**src/design/watch_pkg.sv**
```systemverilog
// Package with register map, field layout and reset values of the access-watch monitor.
// Summary of operation
// RULE1: Software-writable 32-bit base address compared against monitored accesses.
// RULE2: 32-bit address mask selects which address bits are compared.
// RULE3: 32-bit compare value matched against monitored write data.
// RULE4: 32-bit data mask selects which write-data bits are compared.
// RULE5: Polarity bit 1 triggers on watched master, 0 on any other master.
// RULE6: 3-bit watched channel number used in master comparison.
// RULE7: 16-bit watched initiator ID used in master comparison.
// RULE8: Double-word writes compare low half when select is 1, high half when 0.
// RULE9: Direction bit 0 watches reads only, 1 watches writes only.
// RULE10: While armed, all setup registers ignore software writes.
// RULE11: Five enables choose direction, channel, initiator, data and address criteria.
// RULE12: Arm bit clears itself once the watch interrupt is raised.
// RULE13: Triggering access address, data, channel, ID and type are captured read-only.
// RULE14: Interrupt only when every enabled criterion matches; set mask bit excludes bit.
package watch_pkg;
   localparam logic [7:0]  OFS_BASE        = 8'hD0;
   localparam logic [7:0]  OFS_ADDR_QUAL   = 8'hD4;
   localparam logic [7:0]  OFS_DATA_VALUE  = 8'hD8;
   localparam logic [7:0]  OFS_DATA_QUAL   = 8'hDC;
   localparam logic [7:0]  OFS_MASTER      = 8'hE0;
   localparam logic [7:0]  OFS_ACCESS      = 8'hE4;
   localparam logic [7:0]  OFS_POLICY      = 8'hE8;
   localparam logic [7:0]  OFS_CONTROL     = 8'hEC;
   localparam logic [7:0]  OFS_ST_ADDR     = 8'hF0;
   localparam logic [7:0]  OFS_ST_DATA     = 8'hF4;
   localparam logic [7:0]  OFS_ST_MASTER   = 8'hF8;
   localparam logic [7:0]  OFS_ST_ACCESS   = 8'hFC;
   localparam int          POS_POLARITY    = 19;
   localparam int          POS_CH_LO       = 16;
   localparam int          POS_ID_LO       = 0;
   localparam int          POS_LOW_SEL     = 1;
   localparam int          POS_DIR_SEL     = 0;
   localparam int          POS_EN_DIR      = 4;
   localparam int          POS_EN_CH       = 3;
   localparam int          POS_EN_ID       = 2;
   localparam int          POS_EN_DATA     = 1;
   localparam int          POS_EN_ADDR     = 0;
   localparam int          POS_ARM         = 0;
   localparam logic [31:0] RST_WORD        = 32'h0000_0000;
   localparam logic [19:0] RST_MASTER      = 20'h0_0000;
   localparam logic [1:0]  RST_ACCESS      = 2'h0;
   localparam logic [4:0]  RST_POLICY      = 5'h00;
endpackage
```
**src/design/memory_access_watch_monitor.sv**
```systemverilog
// Access-watch monitor comparing bus master accesses with a programmed pattern.
`timescale 1ns/1ns
module memory_access_watch_monitor #(
   parameter int CH_W = 3,
   parameter int ID_W = 16
) (
   input  wire logic              MCLK,
   input  wire logic              ARST_N,
   input  wire logic [7:0]        REG_ADDR,
   input  wire logic [31:0]       REG_WDATA,
   input  wire logic              REG_WR,
   input  wire logic              REG_RD,
   output logic      [31:0]       REG_RDATA,
   input  wire logic              ACC_VALID,
   input  wire logic [31:0]       ACC_ADDR,
   input  wire logic [63:0]       ACC_WDATA,
   input  wire logic              ACC_WRITE,
   input  wire logic              ACC_DOUBLE,
   input  wire logic [CH_W-1:0]   ACC_CHANNEL,
   input  wire logic [ID_W-1:0]   ACC_INITIATOR,
   output logic                   WATCH_IRQ
);
   logic [31:0]     base_address;
   logic [31:0]     address_qualifier;
   logic [31:0]     data_value;
   logic [31:0]     data_qualifier;
   logic            match_polarity;
   logic [CH_W-1:0] watched_channel;
   logic [ID_W-1:0] watched_initiator;
   logic            low_word_sel;
   logic            direction_sel;
   logic            direction_check_on;
   logic            channel_check_on;
   logic            initiator_check_on;
   logic            data_check_on;
   logic            address_check_on;
   logic            armed;
   logic [31:0]     st_address;
   logic [31:0]     st_data;
   logic [CH_W-1:0] st_channel;
   logic [ID_W-1:0] st_initiator;
   logic            st_write;
   logic            setup_wr;
   logic [31:0]     compared_data;
   logic            addr_ok;
   logic            data_ok;
   logic            dir_ok;
   logic            master_ok;
   logic            hit;

   function automatic logic masked_equal(input logic [31:0] a, input logic [31:0] b, input logic [31:0] m);
      masked_equal = ((a ^ b) & ~m) == 32'h0000_0000;
   endfunction

   // Setup writes are dropped while armed so a live watch cannot be altered mid-run.
   assign setup_wr = REG_WR && !armed; // [RULE10]

   always_ff @(posedge MCLK or negedge ARST_N)
   begin
      if (!ARST_N)
      begin
         base_address      <= watch_pkg::RST_WORD;
         address_qualifier <= watch_pkg::RST_WORD;
         data_value        <= watch_pkg::RST_WORD;
         data_qualifier    <= watch_pkg::RST_WORD;
      end
      else if (setup_wr)
      begin
         case (REG_ADDR)
            watch_pkg::OFS_BASE:       base_address      <= REG_WDATA; // [RULE1]
            watch_pkg::OFS_ADDR_QUAL:  address_qualifier <= REG_WDATA; // [RULE2]
            watch_pkg::OFS_DATA_VALUE: data_value        <= REG_WDATA; // [RULE3]
            watch_pkg::OFS_DATA_QUAL:  data_qualifier    <= REG_WDATA; // [RULE4]
            default:                   ;
         endcase
      end
   end

   always_ff @(posedge MCLK or negedge ARST_N)
   begin
      if (!ARST_N)
      begin
         match_polarity     <= watch_pkg::RST_MASTER[watch_pkg::POS_POLARITY];
         watched_channel    <= CH_W'(watch_pkg::RST_MASTER >> watch_pkg::POS_CH_LO);
         watched_initiator  <= ID_W'(watch_pkg::RST_MASTER);
         low_word_sel       <= watch_pkg::RST_ACCESS[watch_pkg::POS_LOW_SEL];
         direction_sel      <= watch_pkg::RST_ACCESS[watch_pkg::POS_DIR_SEL];
         direction_check_on <= watch_pkg::RST_POLICY[watch_pkg::POS_EN_DIR];
         channel_check_on   <= watch_pkg::RST_POLICY[watch_pkg::POS_EN_CH];
         initiator_check_on <= watch_pkg::RST_POLICY[watch_pkg::POS_EN_ID];
         data_check_on      <= watch_pkg::RST_POLICY[watch_pkg::POS_EN_DATA];
         address_check_on   <= watch_pkg::RST_POLICY[watch_pkg::POS_EN_ADDR];
      end
      else if (setup_wr)
      begin
         case (REG_ADDR)
            watch_pkg::OFS_MASTER:
            begin
               match_polarity    <= REG_WDATA[watch_pkg::POS_POLARITY];                    // [RULE5]
               watched_channel   <= REG_WDATA[watch_pkg::POS_CH_LO +: CH_W];               // [RULE6]
               watched_initiator <= REG_WDATA[watch_pkg::POS_ID_LO +: ID_W];               // [RULE7]
            end
            watch_pkg::OFS_ACCESS:
            begin
               low_word_sel  <= REG_WDATA[watch_pkg::POS_LOW_SEL]; // [RULE8]
               direction_sel <= REG_WDATA[watch_pkg::POS_DIR_SEL]; // [RULE9]
            end
            watch_pkg::OFS_POLICY:
            begin
               direction_check_on <= REG_WDATA[watch_pkg::POS_EN_DIR];  // [RULE11]
               channel_check_on   <= REG_WDATA[watch_pkg::POS_EN_CH];
               initiator_check_on <= REG_WDATA[watch_pkg::POS_EN_ID];
               data_check_on      <= REG_WDATA[watch_pkg::POS_EN_DATA];
               address_check_on   <= REG_WDATA[watch_pkg::POS_EN_ADDR];
            end
            default: ;
         endcase
      end
   end

   // Single-word writes always use the low lane; the select only matters for double words.
   assign compared_data = (ACC_DOUBLE && !low_word_sel) ? ACC_WDATA[63:32] : ACC_WDATA[31:0]; // [RULE8]

   assign addr_ok   = !address_check_on || masked_equal(ACC_ADDR, base_address, address_qualifier); // [RULE14]
   assign data_ok   = !data_check_on || (ACC_WRITE && masked_equal(compared_data, data_value, data_qualifier));
   assign dir_ok    = !direction_check_on || (ACC_WRITE == direction_sel); // [RULE9]
   // With neither master check enabled the master criterion is neutral regardless of polarity.
   assign master_ok = !(channel_check_on || initiator_check_on) ||
                      (((!channel_check_on || ACC_CHANNEL == watched_channel) &&
                        (!initiator_check_on || ACC_INITIATOR == watched_initiator)) == match_polarity); // [RULE5]
   assign hit = armed && ACC_VALID && addr_ok && data_ok && dir_ok && master_ok; // [RULE14]

   // A hit wins over a software write of the arm bit in the same cycle.
   always_ff @(posedge MCLK or negedge ARST_N)
   begin
      if (!ARST_N)
         armed <= 1'b0;
      else if (hit)
         armed <= 1'b0; // [RULE12]
      else if (REG_WR && REG_ADDR == watch_pkg::OFS_CONTROL)
         armed <= REG_WDATA[watch_pkg::POS_ARM];
   end

   always_ff @(posedge MCLK or negedge ARST_N)
   begin
      if (!ARST_N)
         WATCH_IRQ <= 1'b0;
      else
         WATCH_IRQ <= hit;
   end

   always_ff @(posedge MCLK or negedge ARST_N)
   begin
      if (!ARST_N)
      begin
         st_address   <= watch_pkg::RST_WORD;
         st_data      <= watch_pkg::RST_WORD;
         st_channel   <= '0;
         st_initiator <= '0;
         st_write     <= 1'b0;
      end
      else if (hit)
      begin
         st_address   <= ACC_ADDR;      // [RULE13]
         st_data      <= compared_data;
         st_channel   <= ACC_CHANNEL;
         st_initiator <= ACC_INITIATOR;
         st_write     <= ACC_WRITE;
      end
   end

   always_ff @(posedge MCLK or negedge ARST_N)
   begin
      if (!ARST_N)
         REG_RDATA <= 32'h0000_0000;
      else if (REG_RD)
      begin
         case (REG_ADDR)
            watch_pkg::OFS_BASE:       REG_RDATA <= base_address;
            watch_pkg::OFS_ADDR_QUAL:  REG_RDATA <= address_qualifier;
            watch_pkg::OFS_DATA_VALUE: REG_RDATA <= data_value;
            watch_pkg::OFS_DATA_QUAL:  REG_RDATA <= data_qualifier;
            watch_pkg::OFS_MASTER:     REG_RDATA <= 32'((32'(match_polarity) << watch_pkg::POS_POLARITY)
                                                 | (32'(watched_channel) << watch_pkg::POS_CH_LO)
                                                 | 32'(watched_initiator));
            watch_pkg::OFS_ACCESS:     REG_RDATA <= {30'h0000_0000, low_word_sel, direction_sel};
            watch_pkg::OFS_POLICY:     REG_RDATA <= {27'h000_0000, direction_check_on, channel_check_on,
                                                     initiator_check_on, data_check_on, address_check_on};
            watch_pkg::OFS_CONTROL:    REG_RDATA <= {31'h0000_0000, armed};
            watch_pkg::OFS_ST_ADDR:    REG_RDATA <= st_address;   // [RULE13]
            watch_pkg::OFS_ST_DATA:    REG_RDATA <= st_data;
            watch_pkg::OFS_ST_MASTER:  REG_RDATA <= 32'((32'(st_channel) << watch_pkg::POS_CH_LO) | 32'(st_initiator));
            watch_pkg::OFS_ST_ACCESS:  REG_RDATA <= {31'h0000_0000, st_write};
            default:                   REG_RDATA <= 32'h0000_0000;
         endcase
      end
      else
         REG_RDATA <= 32'h0000_0000;
   end

   property p_locked_base;
      @(posedge MCLK) disable iff (!ARST_N)
      armed |=> $stable(base_address);
   endproperty
   a_locked_base: assert property (p_locked_base) else $error("Base address changed while armed."); // [RULE10]

   property p_base_write;
      @(posedge MCLK) disable iff (!ARST_N)
      (REG_WR && !armed && REG_ADDR == watch_pkg::OFS_BASE) |=> base_address == $past(REG_WDATA);
   endproperty
   a_base_write: assert property (p_base_write) else $error("Base address write lost."); // [RULE1]

   property p_disarm;
      @(posedge MCLK) disable iff (!ARST_N)
      hit |=> !armed && WATCH_IRQ;
   endproperty
   a_disarm: assert property (p_disarm) else $error("Arm bit not cleared after interrupt."); // [RULE12]

   property p_capture;
      @(posedge MCLK) disable iff (!ARST_N)
      hit |=> st_address == $past(ACC_ADDR) && st_write == $past(ACC_WRITE);
   endproperty
   a_capture: assert property (p_capture) else $error("Triggering access not captured."); // [RULE13]

   property p_irq_cause;
      @(posedge MCLK) disable iff (!ARST_N)
      WATCH_IRQ |-> $past(armed) && $past(ACC_VALID);
   endproperty
   a_irq_cause: assert property (p_irq_cause) else $error("Interrupt without an armed access."); // [RULE14]

   property p_direction;
      @(posedge MCLK) disable iff (!ARST_N)
      (hit && direction_check_on) |-> ACC_WRITE == direction_sel;
   endproperty
   a_direction: assert property (p_direction) else $error("Hit on wrong direction."); // [RULE9]

   property p_address;
      @(posedge MCLK) disable iff (!ARST_N)
      (hit && address_check_on) |-> ((ACC_ADDR ^ base_address) & ~address_qualifier) == 32'h0000_0000;
   endproperty
   a_address: assert property (p_address) else $error("Hit with address mismatch."); // [RULE2]

   property p_master;
      @(posedge MCLK) disable iff (!ARST_N)
      (hit && channel_check_on && !initiator_check_on) |-> (ACC_CHANNEL == watched_channel) == match_polarity;
   endproperty
   a_master: assert property (p_master) else $error("Hit with wrong master polarity."); // [RULE5]

   property p_read_data;
      @(posedge MCLK) disable iff (!ARST_N)
      (REG_RD && REG_ADDR == watch_pkg::OFS_CONTROL) |=> REG_RDATA == {31'h0000_0000, $past(armed)};
   endproperty
   a_read_data: assert property (p_read_data) else $error("Control read returned wrong value."); // [RULE12]

   property p_locked_words;
      @(posedge MCLK) disable iff (!ARST_N)
      armed |=> $stable(address_qualifier) && $stable(data_value) && $stable(data_qualifier);
   endproperty
   a_locked_words: assert property (p_locked_words) else $error("Setup word changed while armed."); // [RULE10]

   property p_locked_fields;
      @(posedge MCLK) disable iff (!ARST_N)
      armed |=> $stable({match_polarity, watched_channel, watched_initiator, low_word_sel, direction_sel});
   endproperty
   a_locked_fields: assert property (p_locked_fields) else $error("Master setup changed while armed."); // [RULE10]

   property p_locked_policy;
      @(posedge MCLK) disable iff (!ARST_N)
      armed |=> $stable({direction_check_on, channel_check_on, initiator_check_on, data_check_on, address_check_on});
   endproperty
   a_locked_policy: assert property (p_locked_policy) else $error("Policy changed while armed."); // [RULE10]

   property p_qualifier_write;
      @(posedge MCLK) disable iff (!ARST_N)
      (REG_WR && !armed && REG_ADDR == watch_pkg::OFS_ADDR_QUAL) |=> address_qualifier == $past(REG_WDATA);
   endproperty
   a_qualifier_write: assert property (p_qualifier_write) else $error("Address mask write lost."); // [RULE2]

   property p_value_write;
      @(posedge MCLK) disable iff (!ARST_N)
      (REG_WR && !armed && REG_ADDR == watch_pkg::OFS_DATA_VALUE) |=> data_value == $past(REG_WDATA);
   endproperty
   a_value_write: assert property (p_value_write) else $error("Compare value write lost."); // [RULE3]

   property p_data_mask_write;
      @(posedge MCLK) disable iff (!ARST_N)
      (REG_WR && !armed && REG_ADDR == watch_pkg::OFS_DATA_QUAL) |=> data_qualifier == $past(REG_WDATA);
   endproperty
   a_data_mask_write: assert property (p_data_mask_write) else $error("Data mask write lost."); // [RULE4]

   property p_channel_write;
      @(posedge MCLK) disable iff (!ARST_N)
      (REG_WR && !armed && REG_ADDR == watch_pkg::OFS_MASTER) |=>
         watched_channel == CH_W'($past(REG_WDATA) >> watch_pkg::POS_CH_LO);
   endproperty
   a_channel_write: assert property (p_channel_write) else $error("Watched channel write lost."); // [RULE6]

   property p_initiator_write;
      @(posedge MCLK) disable iff (!ARST_N)
      (REG_WR && !armed && REG_ADDR == watch_pkg::OFS_MASTER) |=>
         watched_initiator == ID_W'($past(REG_WDATA) >> watch_pkg::POS_ID_LO) &&
         match_polarity == 1'($past(REG_WDATA) >> watch_pkg::POS_POLARITY);
   endproperty
   a_initiator_write: assert property (p_initiator_write) else $error("Watched initiator write lost."); // [RULE7]

   property p_policy_write;
      @(posedge MCLK) disable iff (!ARST_N)
      (REG_WR && !armed && REG_ADDR == watch_pkg::OFS_POLICY) |=>
         {direction_check_on, channel_check_on, initiator_check_on, data_check_on, address_check_on} ==
         5'($past(REG_WDATA) >> watch_pkg::POS_EN_ADDR);
   endproperty
   a_policy_write: assert property (p_policy_write) else $error("Policy enable write lost."); // [RULE11]

   property p_arm_write;
      @(posedge MCLK) disable iff (!ARST_N)
      (REG_WR && REG_ADDR == watch_pkg::OFS_CONTROL && !hit) |=>
         armed == 1'($past(REG_WDATA) >> watch_pkg::POS_ARM);
   endproperty
   a_arm_write: assert property (p_arm_write) else $error("Arm bit write lost."); // [RULE10]

   property p_irq_pulse;
      @(posedge MCLK) disable iff (!ARST_N)
      WATCH_IRQ |=> !WATCH_IRQ;
   endproperty
   a_irq_pulse: assert property (p_irq_pulse) else $error("Interrupt longer than one cycle."); // [RULE12]

   property p_data;
      @(posedge MCLK) disable iff (!ARST_N)
      (hit && data_check_on) |-> ACC_WRITE && ((compared_data ^ data_value) & ~data_qualifier) == 32'h0000_0000;
   endproperty
   a_data: assert property (p_data) else $error("Hit with write data mismatch."); // [RULE4]

   property p_lane_low;
      @(posedge MCLK) disable iff (!ARST_N)
      (hit && (!ACC_DOUBLE || low_word_sel)) |=> st_data == 32'($past(ACC_WDATA));
   endproperty
   a_lane_low: assert property (p_lane_low) else $error("Low data half not captured."); // [RULE8]

   property p_lane_high;
      @(posedge MCLK) disable iff (!ARST_N)
      (hit && ACC_DOUBLE && !low_word_sel) |=> st_data == 32'($past(ACC_WDATA) >> 32);
   endproperty
   a_lane_high: assert property (p_lane_high) else $error("High data half not captured."); // [RULE8]

   property p_other_master;
      @(posedge MCLK) disable iff (!ARST_N)
      (hit && (channel_check_on || initiator_check_on) && !match_polarity) |->
         !((!channel_check_on || ACC_CHANNEL == watched_channel) &&
           (!initiator_check_on || ACC_INITIATOR == watched_initiator));
   endproperty
   a_other_master: assert property (p_other_master) else $error("Hit on watched master at polarity 0."); // [RULE5]
endmodule // memory_access_watch_monitor

```
**config.mk**
```make
export PLATFORM = sky130hd
export DESIGN_NAME = memory_access_watch_monitor
export DESIGN_NICKNAME = d
export VERILOG_FILES = /design/src/design/watch_pkg.sv /design/src/design/memory_access_watch_monitor.sv
export SDC_FILE = /design/constraint.sdc
export NUM_CORES = 1
export LEC_CHECK = 0
export BUFFER_PORTS_ARGS = -buffer_cell sky130_fd_sc_hd__buf_2
export CAP_MARGIN = 20
export CELL_PAD_IN_SITES_DETAIL_PLACEMENT = 1
export CELL_PAD_IN_SITES_GLOBAL_PLACEMENT = 1
export CORE_MARGIN = 2
export CORE_UTILIZATION = 46
export CTS_CLUSTER_DIAMETER = 50
export CTS_CLUSTER_SIZE = 16
export DETAILED_ROUTE_END_ITERATION = 10
export MAX_ROUTING_LAYER = met4
export PLACE_DENSITY_LB_ADDON = 0.1
export SLEW_MARGIN = 20
export SYNTH_ARGS = -nofsm -noshare
export SYNTH_HDL_FRONTEND = slang
export SYNTH_SLANG_ARGS = --single-unit
```
**constraint.sdc**
```tcl
create_clock -name MCLK -period 3.56 [get_ports MCLK]
set_input_delay 0.89 -clock MCLK [delete_from_list [all_inputs] [get_ports MCLK]]
set_output_delay 0.89 -clock MCLK [all_outputs]
set_load 0.01 [all_outputs]
```
==> results_dict.tcl, run 1 <==
set metrics [dict create \
    start_util 0.470 \
    die_w_um 170 \
    status "completed" \
    nFillCells 2755 \
    cts.htree.levels 2 \
    die-area_um2 29000 \
    cts-root-buf "clkbuf_16" \
    rows 60 \
    postSynthCellCount 968 \
    synth-edff-count 0 \
    cp-start-kind "register" \
    multiInputGateArea_um2 5520 \
    die_y_um 170 \
    clock_sinks 273 \
    clock_latency_ns 0.53 \
    maxCapViolCount 0 \
    ys_async_sr_fraction 1.00 \
    yosysMostFrequentCell "dfrtp_1" \
    crit_type "register to register" \
    p_leak_nw 7.60 \
    io_buffers 194 \
    yosysTopAreaCellShare 0.538 \
    grt_max_degree 91 \
    clock_path_buffers 3 \
    power_w 0.00838 \
    yosys_warnings 0 \
    finClkSkew_ns 0.0147 \
    syn2layout_area_growth_pct 23.6 \
    hold_violations 0 \
    ys_types 40 \
    max_freq_mhz 289 \
    synth_area_leader_cell "dfrtp_1" \
    final_max_slew_viol_count 0 \
    hold_buffers 0 \
    r2r_start "low_word_sel" \
    core_area_um2 27000 \
    vias 9437 \
    cts_made_buffers 36 \
    synth_nets 1130 \
    grt_overflow 0 \
    fin_ws_ns 0.106 \
    placed_area_um2 14400 \
    ios 195 \
    nNetsFinal 1374 \
    fin_crit_sh 0.970 \
    setup.worst_path.end_class "register" \
    ys.flop_type "dfrtp_1" \
    vias_per_cell 5.98 \
    place_worst_setup_slack_ns -0.830 \
    drt_iter0_markers 794 \
    grt_usage 0.309 \
    worst_pin_slew_ns 0.769 \
    powerDensity_nw_per_um2 534 \
    rsz0062_at_grt "false" \
    dr.pass1.iters 7 \
    drive_above_1_share 0.430 \
    relSlewSlack 0.487 \
    syn-cell-area_um2 12700 \
    grt_first_pass_wirelength_um 64200 \
    hp-class "input port to async pin" \
    crit_arrival_ns 3.89 \
    worstPathRequired_ns 4.00 \
    seq_area_um2 6830 \
    synthTopCellsByArea "dfrtp_1 54%, mux2_2 18%, a22oi_1 5.9%" \
    layout_min_cycle_time_ns 3.45 \
    cts_tree "built" \
    setup_viol 0 \
    dp_hpwl_um 28500 \
    wl_um 42400 \
    place.gp.congestion 0.856 \
    wire_per_inst_um 26.9 \
    finalSetupTns_ns 0 \
    grt_antenna_before_repair 1 \
    clk_pin_slew_ns 0.06 \
    ant_nets 0 \
    ys_top_cells_by_count "273 x dfrtp_1, 201 x mux2_2, 100 x a22oi_1" \
    grt_pass1_vias 10400 \
    drcViolationCount 0 \
    ys_ff_latch 273 \
    ir_worst_vdd_uv 293 \
    cp-startpoint "low_word_sel" \
    final_area_um2 15700 \
    postSynthAreaPerCell_um2 13.1 \
    worst-path-max-fanout 33 \
    yosysSeqAreaShare 0.538 \
]
-- state kept, by name, indices dropped and copies added, names as in the netlist, 32 cells and up --
register,flops
REG_RDATA,32
address_qualifier,32
base_address,32
data_qualifier,32
data_value,32
st_address,32
st_data,32
-- final cells by class --
cell class	instances	share of cell area
Timing Repair Buffer	259	0.100
Sequential cell	273	0.435
Clock inverter	19	0.0160
Antenna cell	1	0.000159
Multi-Input combinational cell	608	0.352
Inverter	34	0.00813
Tap cell	341	0.0272
Clock buffer	42	0.0615
-- report_power, final --
| group | total (W) | leakage [nW] | internal (W) | switching (W) |
|---|---|---|---|---|
| clock | 0.00376 | 0.596 | 0.00232 | 0.00144 |
| combinational | 0.000899 | 3.39 | 0.000455 | 0.000444 |
| sequential | 0.00372 | 3.61 | 0.00347 | 0.000255 |
| total | 0.00838 | 7.60 | 0.00624 | 0.00214 |
-- cells by family (layout without fill, tap and decap cells) --
| logic type | count (synthesis) | in the layout | share of synthesized area |
|---|---|---|---|
| buf+inv | 87 | 354 | 0.0319 |
| flops | 273 | 273 | 0.538 |
| mux | 279 | 279 | 0.241 |
| xor+xnor | 78 | 78 | 0.0538 |
| compound gates | 185 | 185 | 0.108 |
| simple gates | 66 | 66 | 0.0272 |
| other cells | 0 | 1 | 0 |
-- repair_timing --
item / 4_1_cts / 5_1_grt
setup buffers: 1 / 0
resized for setup: 4 / 1
endpoints found under the setup margin: 84 / 15
-- final timing paths --
| path | end | slack, ns | depth (start not counted) |
|---|---|---|---|
| max | st_data[14] | 0.11 | 11 |
| min | REG_RDATA[26] | 0.38 | 1 |
| max reg2reg | st_data[14] | 0.11 | 11 |
| min reg2reg | st_address[26] | 0.50 | 1 |
| max in group asynchronous | st_address[28] | 2.28 | 2 |
| min in group MCLK | st_address[26] | 0.50 | 1 |
-- worst max-delay path, cell delays in order (launching register included) --
cell,delay (ns)
dfrtp_1,0.44
nor2b_4,0.19
buf_12,0.21
mux2i_2,0.37
mux2i_4,0.36
o2111ai_1,0.22
nor4_2,0.32
nand4_1,0.22
a21oi_4,0.30
buf_12,0.28
buf_4,0.20
mux2i_1,0.23
-- placed cells by master (no fill, tap or decap), drive strengths merged, types with 19 or more instances in the layout --
| cell type | synthesis | layout |
|---|---|---|
| xnor2 | 35 | 35 |
| mux2 | 207 | 207 |
| buf | 25 | 259 |
| a31oi | 19 | 19 |
| xor2 | 43 | 43 |
| inv | 34 | 40 |
| dfrtp | 273 | 273 |
| mux2i | 71 | 71 |
| clkbuf | 28 | 42 |
| o22ai | 27 | 27 |
| a22oi | 100 | 100 |
-- stage by stage --
| step | hold WS [ns] | instances | util |
|---|---|---|---|
| after floorplan | 0.459 | 968 | - |
| after global placement | 0.473 | 1514 | 0.534 |
| after detailed placement | 0.479 | 1514 | 0.534 |
| after CTS | 0.433 | 1576 | 0.580 |
| after global routing | 0.445 | 1577 | 0.581 |
| final | 0.377 | 1577 | 0.581 |
-- per-layer routing --
| layer | track usage | wire length (um) | vias to the layer above | share of wire |
|---|---|---|---|---|
| li1 | - | - | 4108 | - |
| met1 | 0.395 | 17700 | 4915 | 0.42 |
| met2 | 0.504 | 20800 | 330 | 0.49 |
| met3 | 0.0481 | 2500 | 84 | 0.059 |
| met4 | 0.111 | 1430 | 0 | 0.034 |
| met5 | - | 0 | - | 0 |
(Power assumes the default switching activity.)
==> run 2: changes to the inputs <==
- CORE_UTILIZATION: 46 -> 30
- SETUP_SLACK_MARGIN: unset -> 0.5
==> results_dict.tcl, run 2 (synthesis gave the netlist of run 1 again) <==
set metrics [dict create \
    syn2layout_area_growth_pct 35.6 \
    ant_nets 0 \
    layout_min_cycle_time_ns 3.28 \
    power_frac_comb 0.125 \
    cp-start-kind "input port" \
    highest_layer "met4" \
    clock_path_buffers 3 \
    worst_pin_slew_ns 0.624 \
    final_area_um2 17200 \
    crit_chain "buf_6, nor2b_4, buf_6, mux2i_4, mux2i_1, buf_4, o2111ai_4, nor4_4, nand4_1, a21oi_4, buf_12, buf_12, buf_16, mux2_4" \
    cts_tree "built" \
    final_cells 1828 \
    relSlewSlack 0.584 \
    grt_max_degree 80 \
    power_w 0.00894 \
    grt_pass1_vias 10200 \
    drt_iter0_markers 450 \
    crit_arrival_ns 3.69 \
    core_area_um2 41900 \
    rsz0062_at_grt "true" \
    die_w_um 210 \
    cts_made_buffers 37 \
    crit_buf_inv 6 \
    hp-class "input port to async pin" \
    vias 9418 \
    clock_latency_ns 0.53 \
    crit_path_max_incr_delay_ns 0.31 \
    r2r_slack_ns 0.31 \
    final_max_slew_viol_count 0 \
    finClkSkew_ns 0.0133 \
    dp_hpwl_um 33000 \
    crit_family "buffers and inverters" \
    grt_overflow 0 \
    layout_common_cells "273 x dfrtp_1, 192 x buf_2, 156 x mux2_2" \
    reg2reg_depth 13 \
    maxCapViolCount 0 \
    p_seq_frac 0.416 \
    max_freq_mhz 305 \
    place_worst_setup_slack_ns -0.595 \
    netSwitchingPower_w 0.00223 \
    swShare 0.250 \
    rr_endpoint "st_address[27]" \
    setup.worst_path.end_class "register" \
    clock_sinks 273 \
    grt_antenna_before_repair 1 \
    final_common_cell "dfrtp_1" \
    power.share.clock 0.459 \
    intPower_w 0.00671 \
    cts.htree.levels 2 \
    wl_met1_um 22500 \
    wl_um 48600 \
    grt_first_pass_wirelength_um 70200 \
    io_buffers 194 \
    vias_per_cell 5.15 \
    placed_area_um2 14900 \
    status "completed" \
    crit_type "input port to register" \
    ios 195 \
    powerDensity_nw_per_um2 519 \
    dp_cells 1728 \
    setup_viol 0 \
    drcViolationCount 0 \
    ir_worst_vdd_uv 302 \
    nNetsFinal 1421 \
    place.gp.congestion 0.788 \
    fin_crit_sh 0.922 \
    worst-path-max-fanout 8 \
    rows 75 \
    grt_usage 0.226 \
    start_util 0.303 \
    die-area_um2 44000 \
    clk_pin_slew_ns 0.05 \
    die_y_um 210 \
    r2r_start "low_word_sel" \
    fin_ws_ns 0.278 \
    p_leak_nw 8.12 \
    hold_violations 0 \
    drive_above_1_share 0.473 \
    slowest_stage "mux2i_4" \
    wire_per_inst_um 26.6 \
    dr_wl_met3_um 1630 \
    cts-root-buf "clkbuf_16" \
    worstPathRequired_ns 3.97 \
    dr_wl_met2_um 23400 \
    dr.pass1.iters 5 \
    finalSetupTns_ns 0 \
]
-- run 2: changes by cell type in the layout (fill, tap and decap cells not counted), sizes merged --
cell	before	now
buf	259	303
bufinv	5	7
clkbuf	42	50
clkinv	6	10
clkinvlp	2	1
inv	40	36
-- run 2: power by group through the flow --
stage          Combinational, W  Clock [W]  Sequential, W
2_1_floorplan          0.000500          0        0.00367
3_3_place_gp           0.000911          0        0.00375
3_5_place_dp           0.000934          0        0.00375
4_1_cts                 0.00106    0.00420        0.00371
5_1_grt                 0.00122    0.00432        0.00376
6_report                0.00112    0.00410        0.00372
-- run 2: worst max-delay path by stage --
stage / start / to / slack (ns) / cells after the start
final: ACC_DOUBLE / st_address[27] / 0.28 / 14
after global routing: ACC_DOUBLE / st_data[11] / 0.21 / 15
after CTS: ACC_DOUBLE / st_address[15] / 0.30 / 14
after detailed placement: ACC_DOUBLE / st_address[15] / -0.59 / 12
after global placement: ACC_DOUBLE / st_initiator[2] / -0.60 / 12
after floorplan: ACC_DOUBLE / st_address[25] / 0.39 / 12
-- run 2: final cells by class --
cell class	instances	area (um^2)
Multi-Input combinational cell	608	5870
Tap cell	539	674
Sequential cell	273	6830
Timing Repair Buffer	305	2360
Clock inverter	20	297
Fill cell	4386	24600
Inverter	34	128
Antenna cell	1	2.50
Clock buffer	48	1060
-- run 2: layer usage --
| metal | global-route usage | vias up |
|---|---|---|
| met3 | 0.0266 | 55 |
| li1 | - | 4204 |
| met5 | - | - |
| met1 | 0.301 | 4946 |
| met2 | 0.369 | 213 |
| met4 | 0.0540 | 0 |
-- run 2: per-stage QoR --
| step | hold WS, ns | utilization |
|---|---|---|
| 2_1_floorplan | 0.459 | - |
| 3_3_place_gp | 0.473 | 0.355 |
| 3_5_place_dp | 0.481 | 0.355 |
| 4_1_cts | 0.358 | 0.405 |
| 5_1_grt | 0.365 | 0.411 |
| 6_report | 0.323 | 0.411 |
-- run 2: worst register-to-register path: cells and delay by family (launching register included) --
kind                   cells  cell delay [ns]
DFF                        1             0.42
and+or+nand+nor            3             0.68
AOI/OAI and AO/OA          2             0.34
buffers and inverters      5             0.83
muxes                      3             0.88
-- run 2: repair_timing --
item | in CTS | in global routing
setup buffers | 19 | 4
pin swaps | 4 | 6
hold endpoints to repair | 0 | 0
gates resized for setup | 76 | 39
setup endpoints to repair | 86 | 86
hold buffers | 0 | 0
gates cloned | 6 | 2
==> run 3: changes to the inputs <==
- CTS_BUF_LIST: unset -> sky130_fd_sc_hd__clkbuf_8
- clock period: 3.56 -> 3.2 ns (I/O delays scaled with it)
==> results_dict.tcl, run 3 (synthesis gave the netlist of run 1 again) <==
set metrics [dict create \
    layout_common_cells "272 x dfrtp_1, 193 x buf_2, 165 x mux2_2" \
    die_y_um 210 \
    wire_per_inst_um 26.9 \
    power.share.clock 0.363 \
    cts.htree.levels 2 \
    clk_pin_slew_ns 0.08 \
    failed_checks "setup timing" \
    layout_min_cycle_time_ns 3.28 \
    final_max_slew_viol_count 0 \
    p_seq_frac 0.493 \
    seq_area_um2 6830 \
    final_common_cell "dfrtp_1" \
    drcViolationCount 0 \
    placed_area_um2 14900 \
    grt_max_degree 81 \
    finClkSkew_ns 0.0246 \
    ant_nets 0 \
    rr_endpoint "st_initiator[15]" \
    syn2layout_area_growth_pct 30.2 \
    max_freq_mhz 305 \
    drt_iter0_markers 472 \
    die-area_um2 44000 \
    reg2reg_depth 13 \
    vias 9495 \
    crit_buf_inv 5 \
    relSlewSlack 0.571 \
    dp_hpwl_um 33500 \
    crit_chain "nor2b_4, buf_12, mux2i_4, mux2i_2, buf_4, o2111ai_4, nor4_4, nand4_1, a21oi_4, buf_6, buf_6, buf_12, mux2_4" \
    grt_overflow 0 \
    worst-path-max-fanout 8 \
    nNetsFinal 1423 \
    multiInputGateArea_um2 5880 \
    slowest_stage "dfrtp_2" \
    nFillCells 4455 \
    maxCapViolCount 0 \
    vias_per_cell 5.19 \
    crit_path_max_incr_delay_ns 0.45 \
    cts_made_buffers 39 \
    fin_ws_ns -0.0812 \
    rows 75 \
    place.gp.congestion 0.774 \
    intPower_w 0.00596 \
    grt_antenna_before_repair 2 \
    hold_violations 0 \
    die_w_um 210 \
    finalSetupTns_ns -2.02 \
    powerDensity_nw_per_um2 507 \
    rsz0062_at_grt "true" \
    fin_crit_sh 1.03 \
    wl_um 49200 \
    grt_usage 0.234 \
    clock_path_buffers 3 \
    worst_pin_slew_ns 0.641 \
    core_area_um2 41900 \
    grt_first_pass_wirelength_um 72600 \
    start_util 0.303 \
    crit_type "register to register" \
    crit_family "multiplexers" \
    worstPathRequired_ns 3.69 \
    ir_worst_vdd_uv 290 \
    io_buffers 194 \
    hp-class "input port to async pin" \
    ios 195 \
    r2r_start "low_word_sel" \
    grt_pass1_vias 10500 \
    netSwitchingPower_w 0.00242 \
    cp-start-kind "register" \
    cts-root-buf "clkbuf_8" \
    final_area_um2 16500 \
    status "complete, but fails checks" \
    p_leak_nw 7.83 \
    clock_sinks 273 \
    setup.worst_path.end_class "register" \
    dr.pass1.iters 5 \
    hold_buffers 0 \
    drive_above_1_share 0.476 \
    clock_latency_ns 0.62 \
    cts_tree "built" \
    swShare 0.289 \
    crit_arrival_ns 3.77 \
    power_frac_comb 0.144 \
    setup_viol 55 \
    r2r_slack_ns -0.08 \
    place_worst_setup_slack_ns -0.817 \
]
run 3: cell count changes in the layout (fill, tap and decap cells not counted), sizes merged:
| cell | previous run | this run |
|---|---|---|
| buf | 303 | 304 |
| clkinv | 10 | 13 |
| clkinvlp | 1 | 3 |
| diode | 1 | 2 |
| bufinv | 7 | 2 |
| inv | 36 | 42 |
| bufbuf | 0 | 1 |
| clkbuf | 50 | 43 |
run 3: routing by layer:
metal | vias to the layer above | GRT usage | routed length, um
met5 | - | - | 0
met4 | 0 | 0.0660 | 1190
met3 | 67 | 0.0374 | 2110
met2 | 236 | 0.373 | 23500
met1 | 4982 | 0.310 | 22400
li1 | 4210 | - | -
run 3: power groups by stage:
stage / Combinational [W] / Sequential [W] / Clock, W
after floorplan: 0.000556 / 0.00408 / 0
after global placement: 0.00102 / 0.00417 / 0
after detailed placement: 0.00105 / 0.00418 / 0
after CTS: 0.00120 / 0.00413 / 0.00314
after global routing: 0.00132 / 0.00418 / 0.00328
final: 0.00121 / 0.00413 / 0.00304
run 3: how the worst max path moves through the flow:
stage,startpoint,to,cells past startpoint
2_1_floorplan,ACC_DOUBLE,st_address[25],12
3_3_place_gp,ACC_DOUBLE,st_channel[1],12
3_5_place_dp,ACC_DOUBLE,st_address[7],12
4_1_cts,low_word_sel,st_initiator[15],14
5_1_grt,low_word_sel,st_data[6],13
6_report,low_word_sel,st_initiator[15],13
run 3: timing repair:
action | in CTS | in global routing
pin swaps | 6 | 5
gates resized for setup | 89 | 15
setup endpoints to repair | 86 | 86
hold endpoints to repair | 0 | 0
cloned | 5 | 0
setup buffers | 14 | 2
run 3: layout make-up:
type                    instances  share of cell area
inverters                      34             0.00772
repair buffers                305               0.133
clock buffers                  43              0.0358
diodes                          2            0.000303
clock inverters                26              0.0135
multi-input cells             608               0.356
flip-flops and latches        273               0.413
well taps                     539              0.0408
run 3: per-stage QoR:
step                 util  power, W  std cells  hold slack, ns
floorplan               -   0.00464        968           0.459
global placement    0.357   0.00519       1738           0.470
detailed placement  0.357   0.00523       1738           0.477
CTS                 0.393   0.00846       1826          0.0904
global route        0.395   0.00878       1830           0.108
finish              0.395   0.00838       1830           0.109
